--- config.mk ---
export PLATFORM = sky130hd
export DESIGN_NAME = scratchpad_and_b_operand_leg
export DESIGN_NICKNAME = d
export VERILOG_FILES = /design/src/pkg/bleg_pkg.sv /design/src/hdl/operand_shifter.sv /design/src/hdl/scratchpad_and_b_operand_leg.sv
export SDC_FILE = /design/constraint.sdc
export NUM_CORES = 1
export LEC_CHECK = 0
export ABC_AREA = 1
export BUFFER_PORTS_ARGS = -buffer_cell sky130_fd_sc_hd__buf_2
export CORE_AREA = 2 2 260 134
export CTS_CLUSTER_SIZE = 10
export DETAILED_ROUTE_END_ITERATION = 8
export DIE_AREA = 0 0 262 136
export HOLD_SLACK_MARGIN = 0.05
export SYNTH_ARGS = -nofsm -noshare
export SYNTH_HDL_FRONTEND = slang
export SYNTH_SLANG_ARGS = --single-unit
--- constraint.sdc ---
create_clock -name SYS_CLK -period 3.45 [get_ports SYS_CLK]
set_clock_uncertainty 0.1 [all_clocks]
set_input_delay 0.69 -clock SYS_CLK [delete_from_list [all_inputs] [get_ports SYS_CLK]]
set_output_delay 0.69 -clock SYS_CLK [all_outputs]
set_load 0.005 [all_outputs]
--- src/pkg/bleg_pkg.sv ---
package bleg_pkg;
    localparam int WORD_W = 16;
    localparam int SS_DEPTH = 16;
    localparam int SS_AW = 4;

    // scratch store entry roles (octal numbering)
    localparam logic [3:0] SS_STACK_PTR = 4'h6;
    localparam logic [3:0] SS_PROG_CNT = 4'h7;
    localparam logic [3:0] SS_USER_SP = 4'he;   // octal 16
    localparam logic [3:0] SS_UNUSED_A = 4'h9;  // octal 11
    localparam logic [3:0] SS_UNUSED_B = 4'hc;  // octal 14

    // shifter mode selects {sel1, sel0}
    typedef enum logic [1:0] {
        MODE_HOLD  = 2'b00,
        MODE_RIGHT = 2'b01,
        MODE_LEFT  = 2'b10,
        MODE_LOAD  = 2'b11
    } shift_mode_t;

    // b operand selector codes {sel1, sel0}
    typedef enum logic [1:0] {
        BSEL_UPPER = 2'b00,
        BSEL_LOWER = 2'b01,
        BSEL_SIXTEEN = 2'b10,
        BSEL_UNIT = 2'b11
    } bsel_t;

    localparam logic [15:0] CONST_SIXTEEN = 16'h0010;
    localparam logic [15:0] CONST_ONE = 16'h0001;
    localparam logic [15:0] CONST_ZERO = 16'h0000;
    localparam logic [15:0] HIGH_CLEAR_MASK = 16'h000f;
    localparam logic [15:0] WORD_RESET = 16'h0000;
    localparam int BYTE_MSB = 7;
    localparam int WORD_MSB = 15;

    // scratch store access
    typedef struct packed {
        logic [3:0]  addr;
        logic        wr_en;
        logic [3:0]  wr_addr;
        logic [15:0] wr_data;
    } ss_req_t;

    // shifter controls
    typedef struct packed {
        shift_mode_t upper_mode;
        shift_mode_t lower_mode;
        logic        byte_op;
        logic        shift_in_upper;
        logic        serial_shift;
        logic        shift_in_lower;
    } shift_ctl_t;
endpackage
--- src/hdl/operand_shifter.sv ---
`timescale 1ns/100ps
// one 16-bit universal shift register: hold, right, left, load
module operand_shifter
(
    input  wire logic                  clk,
    input  wire logic                  rst,
    input  wire bleg_pkg::shift_mode_t mode,
    input  wire logic [15:0]           load_data,
    input  wire logic                  right_in,
    input  wire logic                  left_in,
    input  wire logic                  byte_op,
    input  wire logic                  byte_in,
    output logic [15:0]                q
);
    logic [15:0] q_reg;
    logic [15:0] right_val;

    // byte right shift feeds bit 7 from the byte input instead of bit 8
    always_comb
    begin
        right_val = {right_in, q_reg[15:1]};
        if (byte_op)
            right_val[bleg_pkg::BYTE_MSB] = byte_in;
    end

    // mode action on each rising edge
    always_ff @(posedge clk)
    begin
        if (rst)
            q_reg <= bleg_pkg::WORD_RESET;
        else
        begin
            case (mode)
                bleg_pkg::MODE_HOLD:  q_reg <= q_reg;
                bleg_pkg::MODE_RIGHT: q_reg <= right_val;
                bleg_pkg::MODE_LEFT:  q_reg <= {q_reg[14:0], left_in};
                bleg_pkg::MODE_LOAD:  q_reg <= load_data;
                default:              q_reg <= q_reg;
            endcase
        end
    end

    assign q = q_reg;
endmodule

--- src/hdl/scratchpad_and_b_operand_leg.sv ---
// The register offsets and the strobed register port are this design's own decisions.
`timescale 1ns/100ps
// Functional notes
// - scratch store holds sixteen 16-bit words, readable and writable
// - entries 0-5 general, 6 stack pointer, 7 program counter, rest temps
// - octal entry 16 holds the user-mode stack pointer
// - scratch read data feeds ALU A operand and memory management
// - both shifters load from the writeback source mux
// - modes: hold, shift right, shift left, parallel load per clock
// - lower shifter has its own mode selects
// - upper shifter shifts as byte or word
// - upper shifter shift-in comes from a dedicated serial input
// - in 32-bit right shift lower msb fills from upper bit 0
// - upper shifter is the high half of the double word
// - selects 00 pass upper shifter to B operand
// - selects 01 pass lower shifter
// - selects 10 give constant +16
// - selects 11 without suppress give +1
// - selects 11 with suppress give 0; carry-in adds the unit
// - select bit 1 high forces operand bits 15:5 to zero
// - byte right shift loads bit 7 from serial input, else bit 8
module scratchpad_and_b_operand_leg
(
    input  wire logic                 SYS_CLK,
    input  wire logic                 RST,
    input  wire bleg_pkg::ss_req_t    SS_REQ,
    input  wire logic [15:0]          WRITEBACK_SOURCE_MUX,
    input  wire bleg_pkg::shift_ctl_t SHIFT_CTL,
    input  wire bleg_pkg::bsel_t      B_SEL,
    input  wire logic                 SUPPRESS_UNIT_CONSTANT,
    output logic [15:0]               ALU_A_OPERAND,
    output logic [15:0]               MMU_SCRATCH_DATA,
    output logic [15:0]               B_OPERAND,
    output logic [15:0]               UPPER_Q,
    output logic [15:0]               LOWER_Q
);
    // scratch store and its registered read side
    logic [15:0] scratch_store [bleg_pkg::SS_DEPTH];
    logic [15:0] wr_hit;
    logic [15:0] read_next;
    logic [15:0] read_reg;

    // serial inputs of both shifters and their contents
    logic        upper_right_in;
    logic        upper_left_in;
    logic        upper_byte_op;
    logic        upper_byte_in;
    logic        lower_right_in;
    logic        lower_left_in;
    logic [15:0] upper_q;
    logic [15:0] lower_q;

    // b operand selector: decoded paths, register pick, three slices
    logic        pass_upper;
    logic        pass_lower;
    logic        gen_sixteen;
    logic        gen_unit;
    logic        high_enable;
    logic [15:0] reg_pick;
    logic [15:0] high_part;
    logic [15:0] low_part;
    logic [15:0] const_part;
    logic [15:0] b_next;

    // one-hot write enable; nothing is written while wr_en is low
    always_comb
    begin
        wr_hit = '0;
        for (int i = 0; i < bleg_pkg::SS_DEPTH; i++)
        begin
            if (SS_REQ.wr_en && (int'(SS_REQ.wr_addr) == i))
                wr_hit[i] = 1'b1;
        end
    end

    // write on the rising edge; contents are not cleared by reset,
    // so microcode must load an entry before it reads it
    always_ff @(posedge SYS_CLK)
    begin
        for (int i = 0; i < bleg_pkg::SS_DEPTH; i++)
        begin
            if (wr_hit[i])
                scratch_store[i] <= SS_REQ.wr_data;
        end
    end

    // read address looked at every edge; a write to the same entry
    // in that cycle is only seen by the next read
    always_comb
    begin
        read_next = scratch_store[SS_REQ.addr];
    end

    // registered read, like the latched output buffer of the store;
    // roles of entries (sp, pc, user sp) are fixed by microcode use only
    always_ff @(posedge SYS_CLK)
    begin
        if (RST)
            read_reg <= bleg_pkg::WORD_RESET;
        else
            read_reg <= read_next;
    end

    // one read value drives both consumers
    assign ALU_A_OPERAND = read_reg;
    assign MMU_SCRATCH_DATA = read_reg;

    // upper half: one dedicated serial bit feeds both shift ends
    always_comb
    begin
        upper_right_in = SHIFT_CTL.shift_in_upper;
        upper_left_in = SHIFT_CTL.shift_in_upper;
        upper_byte_op = SHIFT_CTL.byte_op;
        upper_byte_in = SHIFT_CTL.serial_shift;
    end

    // lower half: right input chained from upper bit 0 so a
    // right shift of both halves moves the double word as one
    always_comb
    begin
        lower_right_in = upper_q[0];
        lower_left_in = SHIFT_CTL.shift_in_lower;
    end

    // upper half of the double word, byte/word shifts
    operand_shifter u_upper
    (
        .clk       (SYS_CLK),
        .rst       (RST),
        .mode      (SHIFT_CTL.upper_mode),
        .load_data (WRITEBACK_SOURCE_MUX),
        .right_in  (upper_right_in),
        .left_in   (upper_left_in),
        .byte_op   (upper_byte_op),
        .byte_in   (upper_byte_in),
        .q         (upper_q)
    );

    // lower half; own mode pair so both halves may differ in one cycle
    operand_shifter u_lower
    (
        .clk       (SYS_CLK),
        .rst       (RST),
        .mode      (SHIFT_CTL.lower_mode),
        .load_data (WRITEBACK_SOURCE_MUX),
        .right_in  (lower_right_in),
        .left_in   (lower_left_in),
        .byte_op   (1'b0),
        .byte_in   (1'b0),
        .q         (lower_q)
    );

    // selector code decode; exactly one path is live per code
    always_comb
    begin
        pass_upper = 1'b0;
        pass_lower = 1'b0;
        gen_sixteen = 1'b0;
        gen_unit = 1'b0;
        case (B_SEL)
            bleg_pkg::BSEL_UPPER:
            begin
                pass_upper = 1'b1;
            end
            bleg_pkg::BSEL_LOWER:
            begin
                pass_lower = 1'b1;
            end
            bleg_pkg::BSEL_SIXTEEN:
            begin
                gen_sixteen = 1'b1;
            end
            bleg_pkg::BSEL_UNIT:
            begin
                gen_unit = 1'b1;
            end
            default:
            begin
                pass_upper = 1'b1;
            end
        endcase
    end

    // select bit 1 high means a constant code: register bits stay out
    always_comb
    begin
        high_enable = !(gen_sixteen || gen_unit);
    end

    // register source shared by the high and low slices
    always_comb
    begin
        if (pass_upper)
        begin
            reg_pick = upper_q;
        end
        else if (pass_lower)
        begin
            reg_pick = lower_q;
        end
        else
        begin
            reg_pick = bleg_pkg::CONST_ZERO;
        end
    end

    // bits 15:4 come from a register only while no constant is chosen
    always_comb
    begin
        if (high_enable)
        begin
            high_part = reg_pick & ~bleg_pkg::HIGH_CLEAR_MASK;
        end
        else
        begin
            high_part = bleg_pkg::CONST_ZERO;
        end
    end

    // bits 3:0 from the chosen register
    always_comb
    begin
        low_part = reg_pick & bleg_pkg::HIGH_CLEAR_MASK;
    end

    // constant generator; the +16 preset is the one constant with a
    // bit above the low nibble, so it bypasses the high-bit clear
    always_comb
    begin
        if (gen_sixteen)
        begin
            const_part = bleg_pkg::CONST_SIXTEEN;
        end
        else if (gen_unit && SUPPRESS_UNIT_CONSTANT)
        begin
            const_part = bleg_pkg::CONST_ZERO;
        end
        else if (gen_unit)
        begin
            const_part = bleg_pkg::CONST_ONE;
        end
        else
        begin
            const_part = bleg_pkg::CONST_ZERO;
        end
    end

    // no register in the merge, so the ALU sees a new code same cycle
    always_comb
    begin
        b_next = high_part | low_part | const_part;
    end

    assign B_OPERAND = b_next;
    assign UPPER_Q = upper_q;
    assign LOWER_Q = lower_q;
endmodule

; ---- Word level (Yosys, flattened, before mapping)
; Memories as Yosys holds them, arrays and structs flattened. A register that Yosys moved wholly into a read port is not among the register bits.
; Cells that the tools add are included.
; Widths: inputs -> output; s select.
[op_classes]
n_eq_ne = 24
muxes = 106
n_bitwise = 2
n_reduce_logical = 37
[op_table]
columns = op, n
row1 = $mux 16, 18
row2 = $reduce_or 16->1, 15
row3 = $pmux 16 s3, 2
row4 = $mux 1, 70
row5 = $mux 4, 15
row6 = $eq 4x4->1 const B, 8
row7 = $logic_and 1x1->1, 17
row8 = $eq 4x3->1 const B, 4
row9 = $or 16x16->16, 1
row10 = $or 16x4->16, 1
row11 = $eq 2x2->1 const B, 6
row12 = $eq 4x2->1 const B, 2
row13 = $eq 2x1->1 const B, 3
row14 = $logic_not 2->1, 3
row15 = $mux 5, 1
row16 = $eq 4x1->1 const B, 1
row17 = $logic_not 4->1, 1
row18 = $logic_or 1x1->1, 1
[totals]
ff_bits = 32
ramBits = 256
input_bits = 54
out_inout_bits = 80
elab_cells = 172
n_memories = 1
[mem_list]
columns = memory, depth, word_bits, read_ports, rd_clocked_by_memory_dff, wr, line_no
row1 = scratch_store, 16, 16, 1, 1, 1, scratchpad_and_b_operand_leg.sv:38  ; logic [15:0] scratch_store [bleg_pkg::SS_DEPTH];

; ---- Depth between registers and ports, before layout
[depth]
depth_word = 21
mapped_depth = 9
depth_no_buf = 7

; ---- Hierarchy
; A second synthesis with hierarchy kept.
[hier_totals]
hier_cells = 1433
hier_area_um2 = 13646.8
[modules_own_cells]
columns = mod, instances, cells_per_inst, area_per_inst_um2, seq_area_each_um2
row1 = scratchpad_and_b_operand_leg, 1, 1119, 11587.4, 8007.7
row2 = operand_shifter, 2, 157, 1029.7, 320.3

; ---- Worst setup path after synthesis
; Ideal clock, no wire load.
[synth_path]
path_type = input to register
from = input SS_REQ[18] (netlist bit)
to = memory scratch_store[0][0], enable pin
setup_time_ns = 0.388
t_arrival_ns = 1.578
required_ns = 2.962
path_slack_ns = 1.383
path_stages = 3
n_path_buf = 0
path_cell_list = inv_1 > nand3_1 > nor2_1
[synth_between]
word_cells_on_any_way = 125
classes_between = eq/ne: 15 / mux: 78 / reduce/logical: 32
[synth_rtl]
columns = item, line_no
row1 = start: declaration, scratchpad_and_b_operand_leg.sv:26  ; input wire bleg_pkg::ss_req_t SS_REQ,
row2 = $logic_not 4->1, scratchpad_and_b_operand_leg.sv:71  ; if (SS_REQ.wr_en && (int'(SS_REQ.wr_addr) == i))
row3 = $logic_and 1x1->1, scratchpad_and_b_operand_leg.sv:71
row4 = $mux 1, scratchpad_and_b_operand_leg.sv:71
row5 = named net wr_hit[0], scratchpad_and_b_operand_leg.sv:39  ; logic [15:0] wr_hit;
row6 = $mux 1, scratchpad_and_b_operand_leg.sv:82  ; if (wr_hit[i])
row7 = $mux 1 (implied by the code), scratchpad_and_b_operand_leg.sv:83  ; scratch_store[i] <= SS_REQ.wr_data;
row8 = $mux 1 (no source line) (15 in series), n/a
row9 = end: declaration, scratchpad_and_b_operand_leg.sv:38
; The timed path passes the listed nets, and every way through them passes these cells.

; ---- Worst setup path after layout
[layout_path]
from = input B_SEL[1]
to = output B_OPERAND[14]
[layout_between]
elab_chain_len = 7
word_cells_on_any_way = 14
classes_between = eq/ne: 3 / mux: 7 / bitwise: 2 / reduce/logical: 2
[layout_lines]
columns = item, line_no
row1 = start: declaration, scratchpad_and_b_operand_leg.sv:29  ; input wire bleg_pkg::bsel_t B_SEL,
row2 = $eq 2x1->1, scratchpad_and_b_operand_leg.sv:160  ; case (B_SEL)
row3 = $mux 1, scratchpad_and_b_operand_leg.sv:160
row4 = $mux 16, scratchpad_and_b_operand_leg.sv:197  ; else if (pass_lower)
row5 = $mux 16, scratchpad_and_b_operand_leg.sv:193  ; if (pass_upper)
row6 = $mux 16 (*), scratchpad_and_b_operand_leg.sv:210  ; if (high_enable)
row7 = $or 16x4->16 (*), scratchpad_and_b_operand_leg.sv:251  ; b_next = high_part | low_part | const_part;
row8 = $or 16x16->16 (*), scratchpad_and_b_operand_leg.sv:251
row9 = end: declaration, scratchpad_and_b_operand_leg.sv:33  ; output logic [15:0] B_OPERAND,
; Every way passes the cells marked *; elsewhere a longest branch is shown, timed or not.

==> impl_summary.log <==
[metrics] run status: finished clean
[metrics] Worst path max stage delay: 0.33 ns
[metrics] start point of the worst min-delay path: WRITEBACK_SOURCE_MUX[14]
[metrics] global-route wire length before repair: 56300 microns
[metrics] commonest non-fill, non-tap cell in the layout: nand2_1
[metrics] pwr/cell area: 538 nW/um^2
[metrics] drc violations: 0
[metrics] Fin. Hold Viols: 0
[metrics] type of element capturing the critical path: output port
[metrics] setup slack after layout: 0.894 ns
[metrics] detailed placement HPWL: 24200 microns
[metrics] share of the yosys chip area belonging to registers: 0.655
[metrics] transition at the pin with the smallest max-transition slack: 0.844 ns
[metrics] Post-CTS Setup Repair Bufs: 0
[metrics] critical register-to-register path startpoint: scratch_store[15][14]
[metrics] Buf+Inv Stages, Crit Path: 3
[metrics] origin of the worst setup path: B_SEL[1]
[metrics] worst ir drop on vdd: 0.386 mV
[metrics] kind of launch point of the worst setup path: input pin
[metrics] unrepaired setup endpoints after global routing: no
[metrics] WL/cell: 19.6 microns
[metrics] total clock buffers created by CTS: 36
[metrics] maximum fanout encountered on the critical timing path: 13
[metrics] leakage power: 6.59 nW
[metrics] logic depth of the worst register-to-register path: 6
[metrics] achievable frequency: 391 MHz
[metrics] starting density of the core: 0.393
[metrics] count of inserted antenna diode cells: 0
[metrics] number of clock sinks: 304
[metrics] boundary pin count: 134
[metrics] most flop-heavy register: scratch_store
[metrics] CTS Buffer Depth: 3
[metrics] type of the worst min-delay path: input pin to register
[metrics] setup violators final: 0
[metrics] final worst path period need: 2.56 ns
[metrics] Period Utilization, post-route: 0.741
[metrics] post-synthesis to final-layout area growth: 15.9%
[metrics] Design Area, Final: 15300 sq um
[metrics] final total negative setup slack: 0 ns
[metrics] # resized after CTS: 0
[metrics] clock insertion delay at the later pin of the skew report: 0.52 ns
[metrics] number of nets at the end of the flow: 1519
[metrics] arrival time of data at the critical path endpoint: 1.77 ns
[metrics] most used cell along the critical path: buf_2
[metrics] crit-path leading delay family: buffers and inverters
[metrics] antenna viol nets, final: 0
[metrics] number of nets produced by synthesis: 1402
[metrics] placement-stage cell area: 14300 sq um
[metrics] WS Path Type: input pin to output port
[metrics] worst slew margin relative to its limit: 0.437
[metrics] maximum number of pins on one net before global-route repair: 69
[metrics] average cell area after synthesis: 9.80 sq um
[metrics] total congestion overflow: 0
[metrics] number of antenna violations at the first check in global routing: 1
[metrics] total stage count of the critical path: 5
[metrics] clock tree from TritonCTS: built
[metrics] count of cell types in the netlist: 21
[metrics] number of buffers added to fix hold violations after cts: 0
[metrics] number of filler instances in the final layout: 3202
[metrics] Post-Place Setup Slack: 0.922 ns
[metrics] overall fraction of global-route tracks in use: 0.214
[metrics] die height: 136 microns
[metrics] master cell of the clock root buffer: clkbuf_16
[metrics] Worst Path Required: 2.66 ns
[metrics] max-slew violation count: 0
[metrics] commonest non-fill, non-tap cells in the layout: nand2_1 (440), edfxtp_1 (256), inv_1 (187), nand3_1 (175), buf_2 (132)
[metrics] sum of routed wire length over all layers: 38000 microns
[metrics] DR vias/cell: 5.03
[metrics] Worst path slowest cell: nand2_1
[metrics] Hold Path Depth: 3
[metrics] width of the die: 262 microns
[metrics] First DRT Iteration DRCs: 1078
[metrics] Synth Instances: 1348
[metrics] count of TritonRoute iterations in the first routing pass: 5
[metrics] Yosys reg bits: 304
[metrics] number of core rows: 48
[metrics] number of max-capacitance violations reported: 0
[metrics] total vias in the final route: 9750
[metrics] port bufs: 133
[metrics] ordered cell list for the critical path: buf_2, inv_1, nand2_1, o22ai_1, buf_2
[metrics] last weighted congestion value of the routability-driven placer: 1.06
[metrics] Post-Synthesis Cell Area: 13200 sq um
[metrics] fraction of layout instances using a drive strength above 1: 0.149
[metrics] Synth Warn #: 0
[metrics] Largest register FFs: 256
[metrics] Std-Cell Core Area: 33600 sq um
[metrics] CTS clk-pin slew, worst paths: 0.06 ns
[metrics] full die area: 35600 sq um
[metrics] htree depth: 2
[metrics] number of global-route vias before repair: 8886
## where the power goes
part           leakage (nW)  internal [W]  switching [W]
sequential             2.71       0.00409      0.0000578
clock                 0.488       0.00199        0.00141
combinational          3.39      0.000213       0.000476
total                  6.59       0.00629        0.00194
## per-layer routing
layer	wire, microns	track usage
met1	18800	0.349
met2	14600	0.271
met5	176	0.0347
met4	513	0.0471
met3	3850	0.0578
## area by class of cell
type	instances	area [sq um]	area share
clock inverters	1	5.00	0.000327
repair buffers	164	963	0.0629
well taps	450	563	0.0368
flip-flops and latches	304	8650	0.565
multi-input cells	767	3390	0.221
inverters	192	722	0.0472
clock buffers	61	1020	0.0664
## per-stage QoR
stage          power, W  hold slack [ns]  std cells   util
3_5_place_dp    0.00490            0.406       1877  0.425
5_1_grt         0.00855            0.371       1939  0.455
6_report        0.00823            0.365       1939  0.455
3_3_place_gp    0.00489            0.398       1877  0.425
2_1_floorplan   0.00459            0.376       1348      -
4_1_cts         0.00829            0.349       1939  0.455
## synth_stat cells
master | instances | area, sq um
inv_1 | 187 | 702
a221oi_1 | 1 | 8.76
o211ai_1 | 9 | 67.6
o21ai_0 | 48 | 240
buf_1 | 5 | 18.8
o221ai_1 | 8 | 70.1
a31oi_1 | 9 | 56.3
edfxtp_1 | 256 | 7690
a21oi_1 | 45 | 225
clkinv_1 | 1 | 3.75
buf_4 | 27 | 203
dfxtp_1 | 48 | 961
o22ai_1 | 12 | 75.1
clkbuf_1 | 18 | 67.6
nor2_1 | 17 | 63.8
inv_2 | 4 | 15.0
buf_6 | 4 | 45.0
nand2_1 | 440 | 1650
nand3_1 | 175 | 876
buf_2 | 31 | 155
o21ai_1 | 3 | 15.0
## worst paths after layout
| kind | end | slack, ns |
|---|---|---|
| max | B_OPERAND[14] | 0.89 |
| max reg2reg | ALU_A_OPERAND[14] | 2.22 |
| min | u_upper.q[14] | 0.37 |
| min reg2reg | u_lower.q[7] | 0.42 |
## worst register-to-register path, delay by kind of cell (launching register included)
family	cells	cell delay, ns
compound gates	1	0.08
buf+inv	1	0.06
flops	1	0.36
simple gates	4	0.49
## logic make-up (layout without fill, tap and decap cells)
kind of cell	Yosys count	in the layout	synth area share
buffers and inverters	277	418	0.0916
AOI/OAI and AO/OA	135	135	0.0574
DFF	304	304	0.655
and+or+nand+nor	632	632	0.196
(Power assumes the default switching activity.)
